<file path="src/inc/halt_or_pkg.sv">
// Package for the core-halt and inclusive-OR execution block.
// Assumes a single core clock domain and no software-visible registers.
package halt_or_pkg;
  // ==========================================================================
  // Widths and reset values
  localparam int DATA_W = 8;
  localparam int ADDR_W = 8;
  localparam logic [7:0] ACC_RESET = 8'h00;
  localparam logic ZERO_RESET = 1'b0;
  localparam logic HALT_RESET = 1'b0;
  localparam logic [7:0] WRITE_RESET = 8'h00;
  // Destination select encodings
  localparam logic DEST_ACC = 1'b0;
  localparam logic DEST_MEM = 1'b1;
  // Number of cycles each OR instruction takes
  localparam int OR_CYCLES = 1;
  // ==========================================================================
  // Operation codes presented by the decoder
  typedef enum logic [1:0] {
    op_none,
    op_halt,
    or_literal_into_acc,
    or_acc_with_memory
  } op_t;
endpackage : halt_or_pkg

</file>
<file path="src/rtl/or_unit.sv">
// Combinational inclusive-OR unit with zero detection.
// Assumes operands are stable within one core clock cycle.
`timescale 1ns/1ps
`default_nettype none
module or_unit (
  input wire logic [7:0] a,
  input wire logic [7:0] b,
  output logic [7:0] result,
  output logic zero
);
  // ==========================================================================
  // Bitwise OR and all-zero detect
  assign result = a | b;
  assign zero = (result == 8'h00);
endmodule : or_unit
`default_nettype wire

</file>
<file path="src/rtl/halt_or_exec.sv">
// Execution of the core-halt instruction and the two inclusive-OR instructions.
// Assumes a decoder presents one op per cycle while the core clock runs, and
// that data memory answers a read combinationally on mem_rdata.
// Results show one edge after the taking edge; nothing is buffered.
`timescale 1ns/1ps
`default_nettype none
module halt_or_exec (
  input wire logic clock,
  input wire logic rst_b,
  input wire logic op_valid,
  input wire halt_or_pkg::op_t op,
  input wire logic [7:0] literal,
  input wire logic [7:0] mem_addr,
  input wire logic dest_sel,
  input wire logic [7:0] mem_rdata,
  input wire logic int_internal,
  input wire logic int_external,
  output logic core_clock_en,
  output logic osc_run,
  output logic [7:0] acc,
  output logic zero_flag,
  output logic mem_we,
  output logic [7:0] mem_waddr,
  output logic [7:0] mem_wdata
);
  // ==========================================================================
  // State
  // Everything the block remembers sits in one record: the halt latch, the
  // accumulator and zero flag, the registered write port and the two stages
  // that carry the interrupt pin into the core clock domain.
  typedef struct packed {
    logic halted;
    logic [7:0] acc;
    logic zero;
    logic we;
    logic [7:0] waddr;
    logic [7:0] wdata;
    logic ext_meta;
    logic ext_sync;
  } state_t;

  state_t cur;
  state_t next_cur;
  logic [7:0] or_a;
  logic [7:0] or_b;
  logic [7:0] or_res;
  logic or_zero;
  logic wake;

  // Operand select: the immediate or the memory byte
  // One shared OR path serves both instructions; mem_rdata must settle within
  // the cycle, since there is no read register in front of it.
  assign or_a = cur.acc;
  assign or_b = (op == halt_or_pkg::or_literal_into_acc) ? literal : mem_rdata;

  // Shared OR and zero detect
  or_unit i_or_unit (
    .a(or_a),
    .b(or_b),
    .result(or_res),
    .zero(or_zero)
  );

  // ==========================================================================
  // Wake sources
  // External pin is synchronised; internal sources share the core clock
  // Only the second stage is read, so a metastable first stage never reaches
  // the halt latch; the cost is two extra edges of wake latency on the pin.
  // Wake is level sensitive, so a source held high ends any halt one edge after the halt is taken.
  assign wake = int_internal | cur.ext_sync;

  // ==========================================================================
  // Next state
  // Halt is only set while running and only cleared while halted, so a set
  // and a clear can never meet in one cycle. The write strobe drops by
  // default, which makes it a one-cycle pulse per memory-destination OR.
  always_comb begin
    next_cur = cur;
    next_cur.ext_meta = int_external;
    next_cur.ext_sync = cur.ext_meta;
    next_cur.we = 1'b0;
    if (cur.halted) begin
      // Ops are ignored while halted; only an interrupt or a reset restarts the core
      if (wake) begin
        next_cur.halted = 1'b0;
      end
    end else if (op_valid) begin
      // Only a running core takes an op; op_none falls to the default
      case (op)
        halt_or_pkg::op_halt: begin
          next_cur.halted = 1'b1;
        end
        halt_or_pkg::or_literal_into_acc: begin
          next_cur.acc = or_res;
          next_cur.zero = or_zero;
        end
        halt_or_pkg::or_acc_with_memory: begin
          // Zero follows the result whichever way the destination points
          next_cur.zero = or_zero;
          if (dest_sel == halt_or_pkg::DEST_ACC) begin
            next_cur.acc = or_res;
          end else begin
            next_cur.we = 1'b1;
            next_cur.waddr = mem_addr;
            next_cur.wdata = or_res;
          end
        end
        default: begin
          next_cur.halted = cur.halted;
        end
      endcase
    end
  end

  // ==========================================================================
  // State register
  // Reset releases the core running, so a halt never survives a reset
  always_ff @(posedge clock or negedge rst_b) begin
    if (!rst_b) begin
      cur <= '{halted: halt_or_pkg::HALT_RESET, acc: halt_or_pkg::ACC_RESET,
               zero: halt_or_pkg::ZERO_RESET, we: 1'b0, waddr: halt_or_pkg::WRITE_RESET,
               wdata: halt_or_pkg::WRITE_RESET, ext_meta: 1'b0, ext_sync: 1'b0};
    end else begin
      cur <= next_cur;
    end
  end

  // ==========================================================================
  // Outputs
  // All data outputs come straight from the state record; the clock enable
  // is the inverted halt latch, so it carries no glitch into the clock gate.
  assign core_clock_en = ~cur.halted;
  // This block never stops the oscillator; only the sleep path may do that
  assign osc_run = 1'b1;
  assign acc = cur.acc;
  assign zero_flag = cur.zero;
  assign mem_we = cur.we;
  assign mem_waddr = cur.waddr;
  assign mem_wdata = cur.wdata;

  // ==========================================================================
  // Checks
  // Every property samples on the core clock and is off while reset is low.
  // Antecedents name the taking edge, so a halted core never arms the OR
  // checks, and expected values are rebuilt from sampled inputs.

  // Halt taken: core stops next cycle, oscillator keeps going
  halt_stops_a: assert property (@(posedge clock) disable iff (!rst_b)
    (!cur.halted && op_valid && op == halt_or_pkg::op_halt) |=> !core_clock_en && osc_run)
    else $error("halt did not stop core clock");

  // Only a taken halt may stop a running core
  run_steady_a: assert property (@(posedge clock) disable iff (!rst_b)
    (!cur.halted && !(op_valid && op == halt_or_pkg::op_halt)) |=> core_clock_en)
    else $error("core stopped without a halt");

  // Internal source wakes in one edge, it shares the core clock
  wake_resume_a: assert property (@(posedge clock) disable iff (!rst_b)
    (cur.halted && int_internal) |=> core_clock_en)
    else $error("interrupt did not resume core clock");

  // External source wakes once it has crossed both sync stages;
  // the first stage alone must never be enough
  ext_wake_a: assert property (@(posedge clock) disable iff (!rst_b)
    (cur.halted && cur.ext_sync) |=> core_clock_en)
    else $error("synchronised pin did not resume core clock");

  // No interrupt, no wake
  halt_hold_a: assert property (@(posedge clock) disable iff (!rst_b)
    (cur.halted && !wake) |=> !core_clock_en)
    else $error("core woke without interrupt");

  // Ops presented while halted leave every result untouched,
  // the wake edge included
  halt_ignore_a: assert property (@(posedge clock) disable iff (!rst_b)
    cur.halted |=> !mem_we && $stable(acc) && $stable(zero_flag))
    else $error("op executed while halted");

  // Literal OR: accumulator and zero take the result, memory is never written
  lit_or_a: assert property (@(posedge clock) disable iff (!rst_b)
    (!cur.halted && op_valid && op == halt_or_pkg::or_literal_into_acc)
      |=> acc == ($past(acc) | $past(literal)))
    else $error("literal OR result wrong");
  lit_no_write_a: assert property (@(posedge clock) disable iff (!rst_b)
    (!cur.halted && op_valid && op == halt_or_pkg::or_literal_into_acc) |=> !mem_we)
    else $error("literal OR wrote memory");
  lit_zero_a: assert property (@(posedge clock) disable iff (!rst_b)
    (!cur.halted && op_valid && op == halt_or_pkg::or_literal_into_acc)
      |=> zero_flag == (($past(acc) | $past(literal)) == 8'h00))
    else $error("literal OR zero flag wrong");

  // Memory OR: zero follows the result for either destination
  mem_zero_a: assert property (@(posedge clock) disable iff (!rst_b)
    (!cur.halted && op_valid && op == halt_or_pkg::or_acc_with_memory)
      |=> zero_flag == (($past(acc) | $past(mem_rdata)) == 8'h00))
    else $error("memory OR zero flag wrong");

  // Destination 0: accumulator takes the result, no write strobe
  dest_acc_a: assert property (@(posedge clock) disable iff (!rst_b)
    (!cur.halted && op_valid && op == halt_or_pkg::or_acc_with_memory && !dest_sel)
      |=> !mem_we && acc == ($past(acc) | $past(mem_rdata)))
    else $error("dest 0 result misplaced");

  // Destination 1: one write to the operand's own address,
  // accumulator left as it was
  dest_mem_a: assert property (@(posedge clock) disable iff (!rst_b)
    (!cur.halted && op_valid && op == halt_or_pkg::or_acc_with_memory && dest_sel)
      |=> mem_we && $stable(acc) && mem_waddr == $past(mem_addr)
        && mem_wdata == ($past(acc) | $past(mem_rdata)))
    else $error("dest 1 result misplaced");

  // Nothing taken: results hold and no write strobe leaks out,
  // so each OR finishes within its own cycle
  idle_hold_a: assert property (@(posedge clock) disable iff (!rst_b)
    (!cur.halted && (!op_valid || op == halt_or_pkg::op_none))
      |=> $stable(acc) && $stable(zero_flag) && !mem_we)
    else $error("results moved with no op taken");
endmodule : halt_or_exec
`default_nettype wire

</file>
<file path="config.mk">
export PLATFORM = sky130hd
export DESIGN_NAME = halt_or_exec
export DESIGN_NICKNAME = d
export VERILOG_FILES = /design/src/inc/halt_or_pkg.sv /design/src/rtl/or_unit.sv /design/src/rtl/halt_or_exec.sv
export SDC_FILE = /design/constraint.sdc
export NUM_CORES = 1
export LEC_CHECK = 0
export ABC_CLOCK_PERIOD_IN_PS = 1600
export BUFFER_PORTS_ARGS = -buffer_cell sky130_fd_sc_hd__buf_2
export CORE_ASPECT_RATIO = 0.5
export CORE_UTILIZATION = 44
export CTS_BUF_LIST = sky130_fd_sc_hd__clkbuf_4 sky130_fd_sc_hd__clkbuf_8
export CTS_CLUSTER_SIZE = 30
export DETAILED_ROUTE_END_ITERATION = 10
export PLACE_DENSITY = 0.78
export SLEW_MARGIN = 20
export SYNTH_ARGS = -nofsm -noshare
export SYNTH_HDL_FRONTEND = slang
export SYNTH_SLANG_ARGS = --single-unit
</file>
<file path="constraint.sdc">
create_clock -name clock -period 1.6 [get_ports clock]
set_clock_uncertainty 0.2 [all_clocks]
set_input_delay 0.32 -clock clock [delete_from_list [all_inputs] [get_ports clock]]
set_output_delay 0.32 -clock clock [all_outputs]
set_load 0.02 [all_outputs]
</file>
==> results of run 1 <==
==> stage by stage <==
stage | hold slack [ns] | cell area [um^2] | setup WS, ns | std cells
finish | 0.0634 | 1840 | -0.0833 | 222
global route | 0.0621 | 1840 | -0.125 | 222
CTS | 0.0618 | 1790 | -0.0291 | 221
detailed placement | 0.136 | 1660 | -0.299 | 210
global placement | 0.133 | 1660 | -0.283 | 210
floorplan | -0.176 | 1390 | -0.0934 | 124
==> layer usage <==
layer	up-vias	routed length (um)	track usage (%)
li1	513	-	-
met1	503	1180	20.2
met2	30	1460	33.7
met3	7	157	6.59
met4	0	52	8.57
met5	-	0	0
==> kinds of logic after synthesis <==
group	after synthesis
and+or+nand+nor	34
DFF	29
buffers and inverters	29
muxes	16
AOI/OAI and AO/OA	15
other	1
==> cell type report <==
| class | instances | area (um^2) | share of cell area (%) |
|---|---|---|---|
| clock buffer | 7 | 96.3 | 5.24 |
| sequential | 29 | 726 | 39.5 |
| inverter | 1 | 3.75 | 0.204 |
| multi-input combinational | 66 | 487 | 26.5 |
| tap | 37 | 46.3 | 2.52 |
| clock inverter | 1 | 5.00 | 0.272 |
| timing repair buffer | 81 | 475 | 25.9 |
==> power groups by stage <==
| stage | Clock [mW] | Sequential (mW) | Combinational (mW) |
|---|---|---|---|
| 3_5_place_dp | 0 | 0.959 | 0.632 |
| 3_3_place_gp | 0 | 0.953 | 0.619 |
| 5_1_grt | 0.720 | 0.971 | 0.728 |
| 6_report | 0.666 | 0.949 | 0.678 |
| 2_1_floorplan | 0 | 0.945 | 0.557 |
| 4_1_cts | 0.686 | 0.948 | 0.645 |
==> Yosys cell counts <==
master / n / area share [%]
sky130_fd_sc_hd__a211oi_1: 4 / 2.2
sky130_fd_sc_hd__nand3_1: 1 / 0.36
sky130_fd_sc_hd__o21a_1: 4 / 2.2
sky130_fd_sc_hd__nand3b_1: 1 / 0.54
sky130_fd_sc_hd__inv_1: 1 / 0.27
sky130_fd_sc_hd__or3_1: 1 / 0.45
sky130_fd_sc_hd__nor2_1: 21 / 5.7
sky130_fd_sc_hd__nand2_1: 3 / 0.81
sky130_fd_sc_hd__o31ai_1: 2 / 1.1
sky130_fd_sc_hd__mux2i_1: 4 / 2.9
sky130_fd_sc_hd__buf_2: 1 / 0.36
sky130_fd_sc_hd__buf_6: 1 / 0.81
sky130_fd_sc_hd__and3b_2: 4 / 2.9
sky130_fd_sc_hd__or4_1: 1 / 0.54
sky130_fd_sc_hd__dfrtp_1: 29 / 52
sky130_fd_sc_hd__mux2_2: 12 / 9.8
sky130_fd_sc_hd__clkbuf_1: 1 / 0.27
sky130_fd_sc_hd__a21oi_1: 5 / 1.8
sky130_fd_sc_hd__buf_4: 25 / 14
sky130_fd_sc_hd__conb_1: 1 / 0.27
sky130_fd_sc_hd__nand2b_1: 2 / 0.90
==> final timing paths <==
kind / from / end / slack (ns) / depth (start not counted)
worst max-delay path: acc[6] / zero_flag / -0.08 / 4
worst min-delay path: mem_addr[1] / mem_waddr[1] / 0.06 / 2
worst max register to register: acc[6] / zero_flag / -0.08 / 4
worst min register to register: cur[1] / cur[0] / 0.14 / 0
max in group asynchronous: rst_b / mem_wdata[0] / 0.55 / 3
min in group asynchronous: rst_b / mem_wdata[4] / 0.38 / 3
==> cells in the final DEF (no fill, tap or decap) <==
master	count
sky130_fd_sc_hd__dfrtp_1	29
sky130_fd_sc_hd__conb_1	1
sky130_fd_sc_hd__or3_1	1
sky130_fd_sc_hd__mux2_2	4
sky130_fd_sc_hd__or4_1	1
sky130_fd_sc_hd__nand3b_1	1
sky130_fd_sc_hd__nand2b_1	2
sky130_fd_sc_hd__and3b_2	4
sky130_fd_sc_hd__buf_2	58
sky130_fd_sc_hd__nor2_1	19
sky130_fd_sc_hd__nand2_1	3
sky130_fd_sc_hd__nand3_1	1
sky130_fd_sc_hd__clkbuf_8	7
sky130_fd_sc_hd__mux2_4	8
sky130_fd_sc_hd__a211oi_1	4
sky130_fd_sc_hd__buf_4	19
sky130_fd_sc_hd__inv_1	1
sky130_fd_sc_hd__a21oi_1	4
sky130_fd_sc_hd__dlygate4sd3_1	2
sky130_fd_sc_hd__nor2_2	2
sky130_fd_sc_hd__mux2i_1	4
sky130_fd_sc_hd__clkinv_2	1
sky130_fd_sc_hd__o31ai_1	2
sky130_fd_sc_hd__buf_6	2
sky130_fd_sc_hd__a21oi_2	1
sky130_fd_sc_hd__o21a_1	4
==> what timing repair did <==
item	CTS	global route
resized for setup	2	10
pin swaps	0	2
setup buffers	1	1
hold endpoints to repair	30	0
setup endpoints to repair	9	17
hold buffers	2	0
==> registers in the layout, indices dropped and copies added (netlist names) <==
register,count
zero_flag,1
cur,3
mem_we,1
acc,8
mem_waddr,8
mem_wdata,8
==> worst max-delay path, cell delays in order, from the launching register on <==
cell and delay (ns):
sky130_fd_sc_hd__dfrtp_1 0.40, sky130_fd_sc_hd__nor2_1 0.12, sky130_fd_sc_hd__mux2i_1 0.10, sky130_fd_sc_hd__or4_1 0.54, sky130_fd_sc_hd__o31ai_1 0.22
==> flow_metrics.py, run 1 <==
metrics = {
    "drt": {
        "dr_total_vias": 1053,
        "detailed_route_drc_error_count": 0,
        "viasPerCell": 4.74,
        "drtIter0Drc": 39,
        "final_wl_mm": 2.85,
        "drtAntennaViolNets": 0,
        "avgRoutedWirePerCell_um": 12.9,
        "firstDrtPassIters": 4,
    },
    "power": {
        "net-switching-power_mw": 0.713,
        "clockPowerShare_pct": 29.0,
        "peakVddDrop_uv": 731,
        "total_power_mw": 2.29,
        "power_frac_seq_pct": 41.4,
        "net_switching_fraction_of_the_power_pct": 31.1,
        "leakagePower_nw": 0.973,
        "combinational_share_of_power_pct": 29.6,
        "power_density_nw_per_um2": 1250,
        "power_report.internal_total_mw": 1.58,
    },
    "logic_synthesis": {
        "avg_cell_area_syn_um2": 11.2,
        "synth_compound_area_share_pct": 7.23,
        "synthAdderAreaFrac_pct": 0,
        "synth.cell_area_um2": 1390,
        "xor_xnor_fraction_of_synth_area_pct": 0,
        "synth.distinct_cells": 21,
        "post_synth_inst_count": 124,
        "synth.net_count": 156,
        "synth_simple_gate_area_share_pct": 12.2,
        "post_synth_mux_area_share_pct": 12.6,
        "yosysSeqAreaShare_pct": 52.4,
        "synth.ff_latch_count": 29,
        "synth_top_family_by_area": "buffers and inverters",
        "yosys_warnings": 0,
    },
    "critical_path": {
        "critPathKind": "flop to flop",
        "crit_arrival_ns": 1.67,
        "critPathCaptureType": "flop",
        "worstPathRequired_ns": 1.59,
        "path_max_fanout": 4,
        "setup.worst_path.start_class": "flop",
    },
    "floorplanning": {
        "core_region_area_um2": 2780,
        "floorplan.die_area_um2": 3390,
        "die_height_um": 41.7,
        "ioPinCount": 60,
        "floorplan.initialDensity_pct": 49.8,
        "dieWidth_um": 81.3,
        "num_rows": 13,
    },
    "global_route": {
        "grt_pass1_wl_mm": 4.55,
        "grt_start_max_net_pins": 30,
        "grt_overflow": 0,
        "track_usage_pct": 19.0,
        "number_of_global_route_vias_before_repair": 1030,
        "antenna_found_initial": 0,
    },
    "timing": {
        "timing.final.hold_violations": 0,
        "fin_crit_sh_pct": 105,
        "setup-violations-final": 1,
        "maxSlewViolCount": 0,
        "timing.setup.tns_ns": -0.0833,
        "grt_setup_unrepaired": "yes",
        "timing.fmax_ghz": 0.594,
        "setup_slack_ns": -0.0833,
        "final.min_clock_period_ns": 1.68,
    },
    "cts": {
        "path_clk_slew_ns": 0.06,
        "clock_insertion_delay_worst_skew_ns": 0.28,
        "cts_max_level": 2,
        "number_of_cts_inserted_buffers": 5,
        "cts_tree": "yes",
        "cts_root_buf": "sky130_fd_sc_hd__clkbuf_8",
        "clkSinkCount": 29,
        "max-clock-path-buffers": 2,
    },
    "hold_path": {
        "hold_path_class": "input port to flop",
    },
    "final_layout": {
        "finish.utilization_pct": 66.1,
        "final_layout_size_suffix_gt1_share_pct": 57.3,
        "antenna_cells": 0,
        "nFillCells": 210,
        "synthToLayoutAreaGrowth_pct": 32.8,
        "final_nets": 216,
    },
    "job": {
        "max_cap_viol_count": 0,
    },
    "place": {
        "placement.io_buffers": 58,
        "gpl.final_weighted_congestion": 0.743,
        "hpwlAfterDp_mm": 2.08,
    },
    "outcome": {
        "failed_checks": "negative setup slack",
        "run_status": "complete, but fails checks",
    },
}
(Power assumes the default switching activity.)
==> inputs of run 2 (changes only) <==
PLACE_DENSITY = default   (was 0.78)
PLACE_DENSITY_LB_ADDON = 0.15   (was default)
TNS_END_PERCENT = 1   (was default)
==> run 2 against run 1 <==
Against the previous run: highest routed layer unchanged; the run still ends with negative setup slack left; register-to-register slack gained 0.06 ns; global-route usage shrank 0.61 points; first-iteration DRC count shrank 21%; non-clock buffer count shrank 2; largest power group unchanged; clock power shrank 1%; cell count shrank 0.90%; total power shrank 0.61%; die area is the same.
==> flow_metrics.py, run 2 (synthesis gave the netlist of run 1 again) <==
metrics = {
    "drt": {
        "firstDrtPassIters": 4,
        "drtIter0Drc": 31,
        "final_wl_mm": 2.70,
        "avgRoutedWirePerCell_um": 12.3,
        "detailed_route_drc_error_count": 0,
        "drtAntennaViolNets": 0,
        "dr_total_vias": 1032,
        "viasPerCell": 4.69,
    },
    "power": {
        "leakagePower_nw": 0.971,
        "power_density_nw_per_um2": 1240,
        "total_power_mw": 2.28,
        "peakVddDrop_uv": 775,
    },
    "global_route": {
        "antenna_found_initial": 0,
        "grt_start_max_net_pins": 30,
        "grt_overflow": 0,
        "number_of_global_route_vias_before_repair": 1043,
        "grt_pass1_wl_mm": 4.47,
        "track_usage_pct": 18.4,
    },
    "final_layout": {
        "layout_common_cells": "58 x sky130_fd_sc_hd__buf_2, 29 x sky130_fd_sc_hd__dfrtp_1, 20 x sky130_fd_sc_hd__nor2_1, 18 x sky130_fd_sc_hd__buf_4, 9 x sky130_fd_sc_hd__mux2_4",
        "final_cell_count_no_fill": 220,
        "synthToLayoutAreaGrowth_pct": 32.4,
        "antenna_cells": 0,
        "final_common_cell": "sky130_fd_sc_hd__buf_2",
        "final_layout_size_suffix_gt1_share_pct": 56.3,
        "final_cell_area_um2": 1830,
        "final_nets": 214,
    },
    "floorplanning": {
        "floorplan.die_area_um2": 3390,
        "dieWidth_um": 81.3,
        "num_rows": 13,
        "ioPinCount": 60,
        "core_region_area_um2": 2780,
        "die_height_um": 41.7,
        "floorplan.initialDensity_pct": 49.8,
    },
    "timing": {
        "setup_slack_ns": -0.0228,
        "final.min_clock_period_ns": 1.62,
        "grt_setup_unrepaired": "yes",
        "maxSlewViolCount": 0,
        "worstMarginPinSlew_ns": 0.638,
        "timing.final.hold_violations": 0,
        "fin_crit_sh_pct": 101,
        "max-slew-margin-rel_pct": 57.4,
        "setup-violations-final": 3,
        "timing.fmax_ghz": 0.616,
    },
    "cts": {
        "cts_root_buf": "sky130_fd_sc_hd__clkbuf_8",
        "cts_tree": "yes",
        "clock_insertion_delay_worst_skew_ns": 0.27,
        "max-clock-path-buffers": 2,
        "cts_max_level": 2,
        "number_of_cts_inserted_buffers": 5,
        "clkSinkCount": 29,
        "path_clk_slew_ns": 0.07,
    },
    "place": {
        "placed_cell_area_um2": 1670,
        "hpwlAfterDp_mm": 1.99,
        "dpl.cell_count": 210,
        "gpl.final_weighted_congestion": 0.690,
        "placement.io_buffers": 58,
    },
    "outcome": {
        "failed_checks": "negative setup slack",
        "run_status": "complete, but fails checks",
    },
    "hold_path": {
        "hold_path.startpoint": "mem_addr[7]",
        "hold_depth": 2,
        "min_to": "mem_waddr[7]",
        "hold_path_class": "input port to flop",
    },
    "critical_path": {
        "rr_worst_depth": 4,
        "regToRegStartpoint": "acc[6]",
        "regToRegEndpoint": "zero_flag",
        "r2r_slack_ns": -0.02,
        "path_max_fanout": 3,
        "critPathKind": "flop to flop",
        "critPathCaptureType": "flop",
        "setup.worst_path.start_class": "flop",
        "worstPathRequired_ns": 1.57,
        "crit_arrival_ns": 1.60,
    },
    "job": {
        "max_cap_viol_count": 0,
    },
}
-- run 2: where the power goes --
part	internal, mW	total [mW]	switching (mW)
clock network	0.388	0.659	0.271
registers	0.872	0.946	0.0736
logic	0.320	0.674	0.354
total	1.58	2.28	0.699
-- run 2: area by class of cell --
cell class                      instances  area (um^2)
Fill cell                             242          947
Sequential cell                        29          726
Multi-Input combinational cell         66          492
Timing Repair Buffer                   79          465
Clock buffer                            7         96.3
Tap cell                               37         46.3
Clock inverter                          1         5.00
Inverter                                1         3.75
-- run 2: worst max-delay path: stages (launching register included) --
cell and delay, ns:
sky130_fd_sc_hd__dfrtp_1 0.39, sky130_fd_sc_hd__nor2_1 0.10, sky130_fd_sc_hd__mux2i_1 0.09, sky130_fd_sc_hd__or4_1 0.54, sky130_fd_sc_hd__o31ai_1 0.21
-- run 2: through the flow --
stage / TNS (ns) / utilization (%) / hold WS, ns / setup WS, ns
final: -0.0302 / 65.9 / 0.0739 / -0.0228
after global routing: -0.778 / 65.9 / 0.0578 / -0.134
after CTS: -0.0390 / 64.7 / 0.0638 / -0.0390
after detailed placement: -2.87 / 60.1 / 0.163 / -0.348
after global placement: -2.34 / 60.1 / 0.132 / -0.264
after floorplan: -0.326 / - / -0.176 / -0.0934
-- run 2: worst max-delay path by stage --
stage                     slack, ns  cells past startpoint  startpoint         to
after floorplan               -0.09                      5       op[0]  zero_flag
after global routing          -0.13                      4      acc[6]  zero_flag
after global placement        -0.26                      5       op[0]  zero_flag
after detailed placement      -0.35                      5       op[0]  zero_flag
final                         -0.02                      4      acc[6]  zero_flag
after CTS                     -0.04                      4      acc[7]  zero_flag
-- run 2: routing by layer --
| metal | GRT usage, % | part of all wire (%) | up-vias |
|---|---|---|---|
| met4 | 4.29 | 0.37 | 0 |
| li1 | - | - | 511 |
| met5 | 0 | 0 | - |
| met1 | 20.4 | 45 | 490 |
| met2 | 32.8 | 50 | 29 |
| met3 | 7.25 | 5.2 | 2 |
-- run 2: what timing repair did --
action | 4_1_cts | 5_1_grt
gates cloned | 0 | 0
setup endpoints to repair | 12 | 14
gates resized for setup | 2 | 9
buffers inserted | 0 | 0
pin swaps | 1 | 0
hold endpoints to repair | 30 | 0
hold buffers | 2 | 0
